## src/design/rcc_regs.vh

```
// Purpose: offsets, reset values and timing counts of the readout card control logic
// Assumes: included by bare name from the design files
// Notes: offsets are the byte offsets seen on the register port
// Contract
// - read-only version registers for controller, data and programmer designs
// - each version reads a nonzero number, starting at one
// - both gate-array versions are held in this controller logic
// - data outputs float unless keepalive was seen within 64 shift cycles
// - buffer byte 0 holds bunch count, bytes 1 to 72 hold hit data
// - byte address advances automatically after each buffer byte read
// - keepalive enable register comes up all ones
// - writing keepalive enable fires the board programming strobe
// - keepalive disabled gives alternating test pattern per word frame period
// - programming strobe only on writes needing it, and once after initialisation
// - window edge signals step as a gray count, one bit per step
// - level-1 accept is active high, rising edge found by a register stage
// - accepts aimed at a filled buffer are refused; accepted address recorded
// - buffer clear lets any buffer be written regardless of its status
// - slow bunch clock delayed by fast cycles before driving buffer storage
// - four read-only content registers flag channel groups holding nonzero data
// - delayed bunch-zero marker made by shift register, three times as wide
// - registers for time bin count and transition board reprogram signal
// - uncertain window enable register; data bit 7 shared with programming
// - two serial number registers report the card identity
// - writing byte address fetches that byte into the read-byte register
`ifndef RCC_REGS_VH
`define RCC_REGS_VH
`define RCC_OFS_BUF_SEL      8'h34
`define RCC_OFS_BYTE_ADDR    8'h38
`define RCC_OFS_READ_BYTE    8'h3C
`define RCC_OFS_CONTENT0     8'h40
`define RCC_OFS_CTRL_VER     8'h50
`define RCC_OFS_DATA_VER     8'h54
`define RCC_OFS_SERIAL_LO    8'h6C
`define RCC_OFS_SERIAL_HI    8'h70
`define RCC_OFS_TBIN_COUNT   8'h74
`define RCC_OFS_TB_REPROG    8'h78
`define RCC_OFS_KA_ENABLE    8'h7C
`define RCC_OFS_UW_ENABLE    8'h80
`define RCC_OFS_PROG_VER     8'hE0
// version numbers, arbitrary nonzero values
`define RCC_CTRL_VER         8'h01
`define RCC_DATA_VER         8'h01
`define RCC_PROG_VER         8'h01
`define RCC_KA_ENABLE_RST    8'hFF
`define RCC_TBIN_RST         8'h06
`define RCC_SHARED_BIT       7
`define RCC_KA_PERIOD        5'd16
`define RCC_KA_TIMEOUT       7'd64
`define RCC_DATA_BYTES       7'd72
`define RCC_ROW_BYTES        7'd12
`define RCC_LAST_ROW_START   7'd61
`define RCC_SLOW_DELAY       8
`define RCC_ZERO_STRETCH     3
`endif

```

## src/design/rcc_buf_mem.v

```verilog
// Purpose: byte memory for the four level-2 buffers
// Assumes: one write port and one read port on the same clock
// Notes: read data come out of a register one cycle after the address
`timescale 1ns/1ps
`default_nettype none
module rcc_buf_mem
(
  input  wire       clk_i,
  input  wire       wr_en_i,
  input  wire [8:0] wr_addr_i,
  input  wire [7:0] wr_data_i,
  input  wire [8:0] rd_addr_i,
  output reg  [7:0] rd_data_o
);
  reg [7:0] mem_q [0:511];

  // write and registered read
  always @(posedge clk_i)
  begin
    if (wr_en_i)
      mem_q[wr_addr_i] <= wr_data_i;
    rd_data_o <= mem_q[rd_addr_i];
  end
endmodule
`default_nettype wire

```

## src/design/rcc_control.v

```verilog
// Purpose: register bank, keepalive, level-1 accept capture and buffer readout
// Assumes: one clock clk_i at 125 MHz standing in for the fast phase and shift clocks
// Notes: pins from other domains pass two flip-flops before use
`timescale 1ns/1ps
`default_nettype none
`include "rcc_regs.vh"
module rcc_control
(
  input  wire        clk_i,
  input  wire        reset_n_i,
  input  wire [7:0]  reg_addr_i,
  input  wire [7:0]  reg_data_i,
  input  wire        reg_wr_i,
  input  wire        reg_rd_i,
  output reg  [7:0]  reg_data_o,
  output reg         reg_data_oe_o,
  input  wire [15:0] board_serial_i,
  input  wire        level1_accept_input_i,
  input  wire        slow_bunch_clock_i,
  input  wire        bunch_zero_crossing_i,
  input  wire        word_frame_marker_i,
  input  wire        buffer_clear_i,
  input  wire [7:0]  hit_byte_i,
  output reg         keepalive_o,
  output reg         data_out_oe_o,
  output reg         test_pattern_o,
  output reg         prog_regs_o,
  output reg  [7:0]  tb_reprog_o,
  output reg         uncertain_window_gate_o,
  output reg  [1:0]  accept_buf_o,
  output reg         accept_taken_o,
  output reg         accept_refused_o,
  output reg         aligned_slow_clock_o,
  output reg         delayed_zero_marker_o,
  output reg  [2:0]  window_edge_o
);
  localparam ST_IDLE = 2'b00;
  localparam ST_HEAD = 2'b01;
  localparam ST_DATA = 2'b10;

  // two-flop synchronisers for the serial, accept, slow clock, zero crossing and frame pins
  reg [19:0] sync1_q;
  reg [19:0] sync2_q;
  wire [19:0] pins = {board_serial_i, level1_accept_input_i, slow_bunch_clock_i,
                      bunch_zero_crossing_i, word_frame_marker_i};
  always @(posedge clk_i)
  begin
    if (!reset_n_i)
    begin
      sync1_q <= 20'h00000;
      sync2_q <= 20'h00000;
    end
    else
    begin
      sync1_q <= pins;
      sync2_q <= sync1_q;
    end
  end
  wire [15:0] serial_s = sync2_q[19:4];
  wire        l1a_s    = sync2_q[3];
  wire        slow_s   = sync2_q[2];
  wire        zero_s   = sync2_q[1];
  wire        frame_s  = sync2_q[0];

  // register bank
  reg  [1:0] buf_sel_q;
  reg  [6:0] byte_addr_q;
  reg  [7:0] read_byte_q;
  reg  [7:0] tbin_q;
  reg  [7:0] ka_en_q;
  reg  [7:0] uw_en_q;
  reg  [5:0] content_q [0:3];
  reg        fetch_q;
  reg        fetch2_q;
  reg        init_done_q;
  wire       wr_addr_hit = reg_wr_i && (reg_addr_i == `RCC_OFS_BYTE_ADDR);
  wire       rd_byte_hit = reg_rd_i && (reg_addr_i == `RCC_OFS_READ_BYTE);

  // next byte address in the column-wise readout order
  reg [6:0] next_addr;
  always @*
  begin
    if (byte_addr_q == 7'd0)
      next_addr = 7'd1;
    else if (byte_addr_q == `RCC_DATA_BYTES)
      next_addr = 7'd0;
    else if (byte_addr_q >= `RCC_LAST_ROW_START)
      next_addr = byte_addr_q - (`RCC_LAST_ROW_START - 7'd2);
    else
      next_addr = byte_addr_q + `RCC_ROW_BYTES;
  end

  // host writes; version addresses have no storage so writes fall away
  always @(posedge clk_i)
  begin
    if (!reset_n_i)
    begin
      buf_sel_q               <= 2'b00;
      byte_addr_q             <= 7'd0;
      tbin_q                  <= `RCC_TBIN_RST;
      tb_reprog_o             <= 8'h00;
      ka_en_q                 <= `RCC_KA_ENABLE_RST;
      uw_en_q                 <= 8'h00;
      uncertain_window_gate_o <= 1'b0;
      prog_regs_o             <= 1'b0;
      init_done_q             <= 1'b0;
      fetch_q                 <= 1'b0;
      fetch2_q                <= 1'b0;
    end
    else
    begin
      init_done_q <= 1'b1;
      // strobe once after initialisation and on programming writes only
      prog_regs_o <= !init_done_q ||
                     (reg_wr_i && (reg_addr_i == `RCC_OFS_KA_ENABLE)) ||
                     (reg_wr_i && (reg_addr_i == `RCC_OFS_UW_ENABLE) &&
                      reg_data_i[`RCC_SHARED_BIT]);
      fetch_q  <= wr_addr_hit || rd_byte_hit;
      fetch2_q <= fetch_q;  // memory sees the new address one edge after the update
      if (wr_addr_hit)
        byte_addr_q <= reg_data_i[6:0];
      else if (rd_byte_hit)
        byte_addr_q <= next_addr;
      if (reg_wr_i)
      begin
        case (reg_addr_i)
          `RCC_OFS_BUF_SEL:    buf_sel_q   <= reg_data_i[1:0];
          `RCC_OFS_TBIN_COUNT: tbin_q      <= reg_data_i;
          `RCC_OFS_TB_REPROG:  tb_reprog_o <= reg_data_i;
          `RCC_OFS_KA_ENABLE:  ka_en_q     <= reg_data_i;
          `RCC_OFS_UW_ENABLE:
          begin
            uw_en_q                 <= reg_data_i;
            uncertain_window_gate_o <= reg_data_i[`RCC_SHARED_BIT];
          end
          default: ;  // version, serial and content offsets ignore writes
        endcase
      end
    end
  end

  // fetched byte lands two cycles after the address update, once the memory has read it
  wire [7:0] mem_rd_data;
  always @(posedge clk_i)
  begin
    if (!reset_n_i)
      read_byte_q <= 8'h00;
    else if (fetch2_q)
      read_byte_q <= mem_rd_data;
  end

  // read mux; data driven one cycle after the strobe
  always @(posedge clk_i)
  begin
    if (!reset_n_i)
    begin
      reg_data_o    <= 8'h00;
      reg_data_oe_o <= 1'b0;
    end
    else
    begin
      reg_data_oe_o <= reg_rd_i;
      case (reg_addr_i)
        `RCC_OFS_BUF_SEL:         reg_data_o <= {6'h00, buf_sel_q};
        `RCC_OFS_BYTE_ADDR:       reg_data_o <= {1'b0, byte_addr_q};
        `RCC_OFS_READ_BYTE:       reg_data_o <= read_byte_q;
        `RCC_OFS_CONTENT0:        reg_data_o <= {2'b00, content_q[0]};
        `RCC_OFS_CONTENT0 + 8'h04: reg_data_o <= {2'b00, content_q[1]};
        `RCC_OFS_CONTENT0 + 8'h08: reg_data_o <= {2'b00, content_q[2]};
        `RCC_OFS_CONTENT0 + 8'h0C: reg_data_o <= {2'b00, content_q[3]};
        `RCC_OFS_CTRL_VER:        reg_data_o <= `RCC_CTRL_VER;
        `RCC_OFS_DATA_VER:        reg_data_o <= `RCC_DATA_VER;
        `RCC_OFS_PROG_VER:        reg_data_o <= `RCC_PROG_VER;
        `RCC_OFS_SERIAL_LO:       reg_data_o <= serial_s[7:0];
        `RCC_OFS_SERIAL_HI:       reg_data_o <= serial_s[15:8];
        `RCC_OFS_TBIN_COUNT:      reg_data_o <= tbin_q;
        `RCC_OFS_TB_REPROG:       reg_data_o <= tb_reprog_o;
        `RCC_OFS_KA_ENABLE:       reg_data_o <= ka_en_q;
        `RCC_OFS_UW_ENABLE:       reg_data_o <= uw_en_q;
        default:                  reg_data_o <= 8'h00;
      endcase
    end
  end

  // keepalive every 16 shift cycles while enabled, watchdog of 64
  reg [4:0] ka_cnt_q;
  reg [6:0] wd_cnt_q;
  reg       frame_d_q;
  always @(posedge clk_i)
  begin
    if (!reset_n_i)
    begin
      ka_cnt_q       <= 5'd0;
      wd_cnt_q       <= 7'd0;
      keepalive_o    <= 1'b0;
      data_out_oe_o  <= 1'b0;
      test_pattern_o <= 1'b0;
      frame_d_q      <= 1'b0;
    end
    else
    begin
      frame_d_q <= frame_s;
      ka_cnt_q  <= (ka_cnt_q == `RCC_KA_PERIOD - 5'd1) ? 5'd0 : ka_cnt_q + 5'd1;
      keepalive_o <= ka_en_q[0] && (ka_cnt_q == 5'd0);
      if (keepalive_o)
        wd_cnt_q <= 7'd0;
      else if (wd_cnt_q != `RCC_KA_TIMEOUT)
        wd_cnt_q <= wd_cnt_q + 7'd1;
      data_out_oe_o <= keepalive_o || (wd_cnt_q < `RCC_KA_TIMEOUT - 7'd1);
      if (ka_en_q[0])
        test_pattern_o <= 1'b0;
      else if (frame_s && !frame_d_q)
        test_pattern_o <= !test_pattern_o;
    end
  end

  // slow clock delay line, bunch counter and stretched zero marker
  reg [`RCC_SLOW_DELAY-1:0]   slow_dly_q;
  reg [`RCC_ZERO_STRETCH-1:0] zero_sr_q;
  reg                         aligned_d_q;
  reg [7:0]                   bunch_cnt_q;
  reg [2:0]                   bin_q;
  wire aligned_rise = aligned_slow_clock_o && !aligned_d_q;
  always @(posedge clk_i)
  begin
    if (!reset_n_i)
    begin
      slow_dly_q            <= {`RCC_SLOW_DELAY{1'b0}};
      zero_sr_q             <= {`RCC_ZERO_STRETCH{1'b0}};
      aligned_slow_clock_o  <= 1'b0;
      aligned_d_q           <= 1'b0;
      delayed_zero_marker_o <= 1'b0;
      bunch_cnt_q           <= 8'h00;
      bin_q                 <= 3'd0;
      window_edge_o         <= 3'b000;
    end
    else
    begin
      slow_dly_q           <= {slow_dly_q[`RCC_SLOW_DELAY-2:0], slow_s};
      aligned_slow_clock_o <= slow_dly_q[`RCC_SLOW_DELAY-1];
      aligned_d_q          <= aligned_slow_clock_o;
      zero_sr_q            <= {zero_sr_q[`RCC_ZERO_STRETCH-2:0], zero_s};
      delayed_zero_marker_o <= |zero_sr_q;
      if (zero_s)
        bunch_cnt_q <= 8'h00;
      else if (aligned_rise)
        bunch_cnt_q <= bunch_cnt_q + 8'h01;
      bin_q         <= aligned_rise ? 3'd0 : bin_q + 3'd1;
      window_edge_o <= bin_q ^ (bin_q >> 1);
    end
  end

  // level-1 accept capture machine
  reg [1:0] state_q;
  reg       l1a_d_q;
  reg [3:0] filled_q;
  reg [1:0] wr_buf_q;
  reg [6:0] wr_byte_q;
  reg [3:0] col_q;
  reg       mem_we;
  reg [7:0] mem_wd;
  wire      l1a_rise = l1a_s && !l1a_d_q;
  always @*
  begin
    mem_we = 1'b0;
    mem_wd = hit_byte_i;
    case (state_q)
      ST_HEAD:
      begin
        mem_we = 1'b1;
        mem_wd = bunch_cnt_q;
      end
      ST_DATA: mem_we = 1'b1;
      default: mem_we = 1'b0;
    endcase
  end

  always @(posedge clk_i)
  begin
    if (!reset_n_i)
    begin
      state_q          <= ST_IDLE;
      l1a_d_q          <= 1'b0;
      filled_q         <= 4'h0;
      wr_buf_q         <= 2'b00;
      wr_byte_q        <= 7'd0;
      col_q            <= 4'd0;
      accept_buf_o     <= 2'b00;
      accept_taken_o   <= 1'b0;
      accept_refused_o <= 1'b0;
      content_q[0]     <= 6'h00;
      content_q[1]     <= 6'h00;
      content_q[2]     <= 6'h00;
      content_q[3]     <= 6'h00;
    end
    else
    begin
      l1a_d_q          <= l1a_s;
      accept_taken_o   <= 1'b0;
      accept_refused_o <= 1'b0;
      if (buffer_clear_i)
        filled_q <= 4'h0;
      case (state_q)
        ST_IDLE:
        begin
          if (l1a_rise && (buffer_clear_i || !filled_q[wr_buf_q]))
          begin
            accept_buf_o   <= wr_buf_q;
            accept_taken_o <= 1'b1;
            content_q[wr_buf_q] <= 6'h00;
            wr_byte_q      <= 7'd0;
            state_q        <= ST_HEAD;
          end
          else if (l1a_rise)
            accept_refused_o <= 1'b1;
        end
        ST_HEAD:
        begin
          wr_byte_q <= 7'd1;
          col_q     <= 4'd0;
          state_q   <= ST_DATA;
        end
        ST_DATA:
        begin
          if (hit_byte_i != 8'h00)
            content_q[wr_buf_q][col_q[3:1]] <= 1'b1;
          col_q     <= (col_q == 4'd11) ? 4'd0 : col_q + 4'd1;
          wr_byte_q <= wr_byte_q + 7'd1;
          if (wr_byte_q == `RCC_DATA_BYTES)
          begin
            filled_q[wr_buf_q] <= 1'b1;
            wr_buf_q <= wr_buf_q + 2'b01;
            state_q  <= ST_IDLE;
          end
        end
        default: state_q <= ST_IDLE;
      endcase
    end
  end

  // level-2 buffer storage, 128 byte slots per buffer
  rcc_buf_mem u_mem
  (
    .clk_i     (clk_i),
    .wr_en_i   (mem_we),
    .wr_addr_i ({wr_buf_q, wr_byte_q}),
    .wr_data_i (mem_wd),
    .rd_addr_i ({buf_sel_q, byte_addr_q}),
    .rd_data_o (mem_rd_data)
  );
endmodule
`default_nettype wire

```

## config.mk

```make
export PLATFORM = sky130hd
export DESIGN_NAME = rcc_control
export DESIGN_NICKNAME = d
export VERILOG_FILES = /design/src/design/rcc_buf_mem.v /design/src/design/rcc_control.v
export VERILOG_INCLUDE_DIRS = /design/src /design/src/design
export SDC_FILE = /design/constraint.sdc
export NUM_CORES = 2
export LEC_CHECK = 0
export BUFFER_PORTS_ARGS = -buffer_cell sky130_fd_sc_hd__buf_4
export CAP_MARGIN = 10
export CORE_MARGIN = 2
export CORE_UTILIZATION = 50
export CTS_BUF_LIST = sky130_fd_sc_hd__clkbuf_4
export DETAILED_ROUTE_END_ITERATION = 6
export GPL_ROUTABILITY_DRIVEN = 0
export PLACE_DENSITY = 0.65
export SLEW_MARGIN = 20
export SYNTH_ARGS = -nofsm -noshare
export SYNTH_HDL_FRONTEND = slang
export SYNTH_HIERARCHICAL = 1
export SYNTH_MEMORY_MAX_BITS = 65536
export SYNTH_SLANG_ARGS = --single-unit
export TNS_END_PERCENT = 20
```

## constraint.sdc

```tcl
create_clock -name clk_i -period 6.65 [get_ports clk_i]
set_input_delay 0.3325 -clock clk_i [delete_from_list [all_inputs] [get_ports clk_i]]
set_output_delay 0.3325 -clock clk_i [all_outputs]
set_load 0.01 [all_outputs]
```

# After elaboration in Yosys (flattened, before gate mapping)
# Memories as Yosys holds them, arrays and structs flattened. A register that Yosys moved wholly into a read port is not among the register bits.
# Cells that the tools add are included.
[totals] word_cells=187 mem_bits_rw=4120 memories=2 in_bits=49 reg_bits=171
[op_classes] n_lt_le_gt_ge=6 n_bitwise=10 n_reduce_logical=49 eq_ne=25 muxes=47 addsub=9
[mem_list] memory="u_mem.mem_q" depth=512 width=8 read_ports=1 rd_ports_with_merged_regs=1 wr=1 line="rcc_buf_mem.v:15" rtl="reg [7:0] mem_q [0:511];"
[mem_list] memory="content_q" depth=4 width=6 read_ports=4 rd_ports_with_merged_regs=0 wr=4 line="rcc_control.v:72" rtl="reg [5:0] content_q [0:3];"
[op_table] op="one-hot mux 8 bit (14 select lines)" n=1
[op_table] op="== test 8 x 7 -> 1 bit (second input constant)" n=11
[op_table] op="2-to-1 mux 7 bit" n=6
[op_table] op="== test 8 x 6 -> 1 bit (second input constant)" n=3
[op_table] op="2-to-1 mux 1 bit" n=22
[op_table] op="one-hot mux 7 bit (3 select lines)" n=1
[op_table] op="2-to-1 mux 4 bit" n=5
[op_table] op="2-to-1 mux 6 bit" n=3
[op_table] op="AND reduction 2 bit" n=9
[op_table] op="== test 8 bit (second input constant)" n=2
[op_table] op="adder 7 x 1 -> 7 bit (second input constant)" n=2
[op_table] op="== test 7 bit (second input constant)" n=2
[op_table] op="logical AND 1 bit" n=12
[op_table] op="OR reduction 2 bit" n=6
[op_table] op="OR reduction 3 bit" n=3
[op_table] op="adder 8 x 1 -> 8 bit (second input constant)" n=1
[op_table] op="2-to-1 mux 8 bit" n=1
[op_table] op="one-hot mux 4 bit (2 select lines)" n=1
[op_table] op="nonzero test 8 bit" n=1
[op_table] op="adder 7 x 4 -> 7 bit (second input constant)" n=1
[op_table] op=">= comparator 7 x 6 -> 1 bit (second input constant)" n=1
[op_table] op="logical NOT 7 bit" n=1
[op_table] op="< comparator 7 x 6 -> 1 bit (second input constant)" n=1
[op_table] op="inequality test 7 bit (second input constant)" n=1
[op_table] op="other kinds (30)" n=49

# Logic depth before layout (Yosys ltp)
[logic_depth] depth_word=12 depth_mapped=12 mapped_depth_nobuf=9

# Hierarchy
# Netlist, hierarchy kept.
[by_module_without_submodules] module="rcc_buf_mem" instances=1 area_each_um2=159927.1 cells_per_inst=8030 seq_area_each_um2=123158.1
[by_module_without_submodules] module="rcc_control" instances=1 area_each_um2=8454.4 cells_per_inst=884 seq_area_each_um2=4124.0

# Worst setup path before layout
# Ideal clock, no wire load.
[synth_path] kind="register to register" startpoint="register state_q[1]" endpoint="memory u_mem.mem_q[0][3], data pin" arrival_ps=4411 path_stages_with_launch=5 setup_ps=915 path_slack_ps=1324 t_required_ps=5735 path_cell_list="dfxtp_1 -> inv_1 -> ha_1 -> clkbuf_1 -> mux2_2"
[synth_via] elab_chain_cells=2
[synth_lines] element="start: declaration" line="rcc_control.v:254" rtl="reg [1:0] state_q;"
[synth_lines] element="start signal: assignment" line="rcc_control.v:282" rtl="state_q <= ST_IDLE;"
[synth_lines] element="start signal: assignment" line="rcc_control.v:312" rtl="state_q <= ST_HEAD;"
[synth_lines] element="start signal: assignment" line="rcc_control.v:321" rtl="state_q <= ST_DATA;"
[synth_lines] element="== test 2 x 1 -> 1 bit" line="rcc_control.v:267" rtl="case (state_q)"
[synth_lines] element="2-to-1 mux 8 bit" line="rcc_control.v:267"
[synth_lines] element="via mem_wd[3]" line="rcc_control.v:261" rtl="reg [7:0] mem_wd;"
[synth_lines] element="end: declaration" line="rcc_buf_mem.v:15"
# The timed path passes the listed nets, and every way through them passes these cells.

==> results.sh <==
export IMPL_status="complete, but fails checks"
export IMPL_violations="design-rule violations"
export IMPL_rr_startpoint="byte_addr_q[3]"
export IMPL_combPwrFrac_pct=5.3
export IMPL_tightest_slew_ps=1200
export IMPL_grt_total_usage_pct=26.0
export IMPL_synth_most_common_cell="edfxtp_1"
export IMPL_ir_worst_vdd_v=0.000226
export IMPL_port_buffers=79
export IMPL_start_util_pct=50.1
export IMPL_rr_worst_depth=8
export IMPL_crit_slowest_cell="nor4_1"
export IMPL_synth_seq_cells=4298
export IMPL_pwr_density_cell_mw_per_mm2=299
export IMPL_yosys_top_cells_area="edfxtp_1 (73%), mux4_2 (8.8%), mux2i_1 (5.0%), dfxtp_1 (2.1%), o221ai_1 (1.9%)"
export IMPL_async_flop_share_pct=0
export IMPL_ant_nets=0
export IMPL_slew_headroom_pct=20.2
export IMPL_crit_chain="buf_4 > nor2_1 > nand2_1 > nor3_1 > nor4_1 > o311ai_1 > nor4_1 > o2111a_1"
export IMPL_ys_flop_type="edfxtp_1"
export IMPL_critical_path_top_delay_family="simple AND/OR/NAND/NOR gates"
export IMPL_clkSinkCount=4298
export IMPL_switching_power_mw=12.9
export IMPL_htreeDepth=7
export IMPL_drt_first_pass_iters=7
export IMPL_power_leakage_nw=57.7
export IMPL_cp_data_required_time_ps=8260
export IMPL_worst_ep_arrival_time_ps=6310
export IMPL_die_area_mm2=0.341
export IMPL_rows=213
export IMPL_antenna_found_initial=20
export IMPL_finalSetupTns_ps=0
export IMPL_r2r_end="u_mem/rd_data_o[5]"
export IMPL_hold_path_startpoint="hit_byte_i[0]"
export IMPL_p_clk_share_pct=38.9
export IMPL_setup_viol_count_final=0
export IMPL_fp_dieH_um=584
export IMPL_cts_tree="built"
export IMPL_maxCapViolCount=0
export IMPL_grt_pass1_wl_um=639000
export IMPL_via_per_inst=6.24
export IMPL_dpl_hpwl_um=260000
export IMPL_clk_pin_slew_ps=70
export IMPL_fin_crit_ps=4710
export IMPL_cp_num_buf_inv=1
export IMPL_p_seq_share_pct=55.8
export IMPL_hold_depth=3
export IMPL_criticalPathCategory="register to register"
export IMPL_drc=1
export IMPL_whs_endpoint="u_mem/mem_q[249][0]"
export IMPL_period_share_pct=70.8
export IMPL_synthTopCellsByCount="edfxtp_1 (4,120), mux2i_1 (836), nor2_1 (715)"
export IMPL_via_count=93731
export IMPL_ctsRootBufferMaster="clkbuf_4"
export IMPL_grt_pass1_vias=93660
export IMPL_avgSynthCellArea_um2=18.9
export IMPL_startpoint_type="register"
export IMPL_drtIter0Drc=12374
export IMPL_grt_max_degree=202
export IMPL_synthCells=8914
export IMPL_max_clock_freq_mhz=212
export IMPL_hold_path_class="primary input to register"
export IMPL_yosysWarnings=6
export IMPL_layout_drive_gt1_share_pct=25.3
export IMPL_coreArea_mm2=0.336
export IMPL_cp_end_kind="register"
export IMPL_wl_per_cell_um=29.5
export IMPL_ioPinCount=80
export IMPL_yosysUniqueCellTypes=85
export IMPL_power_mw=56.5
export IMPL_clock_path_buffers=5
export IMPL_drv_slew=0
export IMPL_hold_buffers=158
export IMPL_intPower_mw=43.6
export IMPL_fin_worst_skew_ps=179
export IMPL_post_cts_setup_buffer_count=0
export IMPL_fin_nets=9979
export IMPL_cts_buffers=1142
export IMPL_yosys_area_top_type="edfxtp_1"
export IMPL_dieWidth_um=584
export IMPL_wl_um=444000
export IMPL_ff2ff_setup_slack_ps=1940
export IMPL_max_stage_delay_ps=970
export IMPL_syn_to_final_growth_pct=12.1
export IMPL_clk_latency_ps=1680
export IMPL_syn_num_nets=8987
export IMPL_power_switching_share_pct=22.8
export IMPL_yosysSeqAreaShare_pct=75.6
export IMPL_synth_top_area_share_pct=73.5
export IMPL_crit_path_frequent_cell="nor4_1"
export IMPL_nFillCells=25526
export IMPL_hold_violations=0
export IMPL_grt_overflow_total=0
export IMPL_mappedNetlistArea_mm2=0.168
export IMPL_path_max_fanout=31
export IMPL_cts_resized=0
export IMPL_cp_startpoint="byte_addr_q[3]"
export IMPL_rsz0062_at_grt="false"
export IMPL_synth_edff_count=4120
sequential cells by signal, indices dropped and copies added (netlist names), 8 cells and up:
signal and count:
content_q 24, slow_dly_q 8, u_mem/rd_data_o 8, sync1_q 20
tb_reprog_o 8, read_byte_q 8, sync2_q 20, u_mem/mem_q 4096
bunch_cnt_q 8, tbin_q 8, ka_en_q 8, reg_data_o 8
how the worst max path moves through the flow:
stage	depth (start not counted)	end	slack, ps
after CTS	11	u_mem/rd_data_o[2]	1870
after global routing	8	u_mem/rd_data_o[5]	1790
final	8	u_mem/rd_data_o[5]	1940
after detailed placement	8	u_mem/rd_data_o[0]	1900
after floorplan	4	u_mem/mem_q[0][3]	1320
after global placement	9	u_mem/rd_data_o[5]	1450
power groups by stage:
stage	sequential [mW]	clock, mW	combinational (mW)
floorplan	32.4	0	1.26
global placement	32.1	0	2.77
detailed placement	32.1	0	2.95
CTS	31.5	22.5	2.99
global route	31.5	23.9	3.18
finish	31.5	22.0	2.98
cells by family after synthesis:
group / count (synthesis) / synth area share [%]
flip-flops: 4298 / 75.6
XOR/XNOR: 27 / 0.140
multiplexers: 1503 / 13.8
buffers and inverters: 597 / 1.96
AND/OR/NAND/NOR: 1336 / 3.57
AO/OA/AOI/OAI: 1129 / 4.72
adder cells (fa/ha/maj): 24 / 0.178
area by class of cell:
cell class	count	area, um2	share of cell area [%]
clock inverters	218	1370	0.726
multi-input cells	4019	38300	20.3
inverters	34	135	0.0716
repair buffers	411	4020	2.13
clock buffers	1615	12100	6.42
diodes	19	47.5	0.0252
well taps	4407	5510	2.92
flip-flops and latches	4298	127000	67.4
layout by cell type (no fill, tap or decap), types with 68 or more instances in the layout:
| cell type | netlist | layout |
|---|---|---|
| a21oi_1 | 242 | 242 |
| a22oi_1 | 80 | 80 |
| and2_1 | 89 | 88 |
| buf_4 | 70 | 210 |
| clkbuf_4 | 0 | 1615 |
| clkinv_1 | 0 | 161 |
| dfxtp_1 | 178 | 173 |
| dlygate4sd3_1 | 0 | 157 |
| edfxtp_1 | 4120 | 4120 |
| mux2i_1 | 836 | 836 |
| mux4_2 | 658 | 658 |
| nand2_1 | 169 | 155 |
| nand3_1 | 72 | 68 |
| nor2_1 | 715 | 707 |
| nor3_1 | 116 | 113 |
| o21ai_0 | 129 | 127 |
| o221ai_1 | 371 | 371 |
| o22ai_1 | 166 | 166 |
routing by layer:
metal / vias to the layer above / track usage (%) / share of wire [%]
met5: - / 0 / 0.015
met4: 10 / 9.42 / 2.8
met3: 751 / 6.95 / 11
met2: 5397 / 40.0 / 47
met1: 48391 / 36.0 / 39
li1: 39182 / - / -
stage by stage:
step	instances	hold slack [ps]	area [um2]	util, %	setup WS [ps]
floorplan	8914	360	168000	-	1320
global placement	13005	405	173000	51.7	1450
detailed placement	13011	418	174000	51.7	1900
CTS	15002	2.34	189000	56.2	1870
global route	15012	118	189000	56.2	1790
finish	15021	202	189000	56.2	1940
tightest hold or removal path: cells and delay by family:
kind / cells / cell delay, ps
multiplexers: 1 / 480
buffers and inverters: 2 / 700
Note: power is estimated with default switching activity, not from simulation.
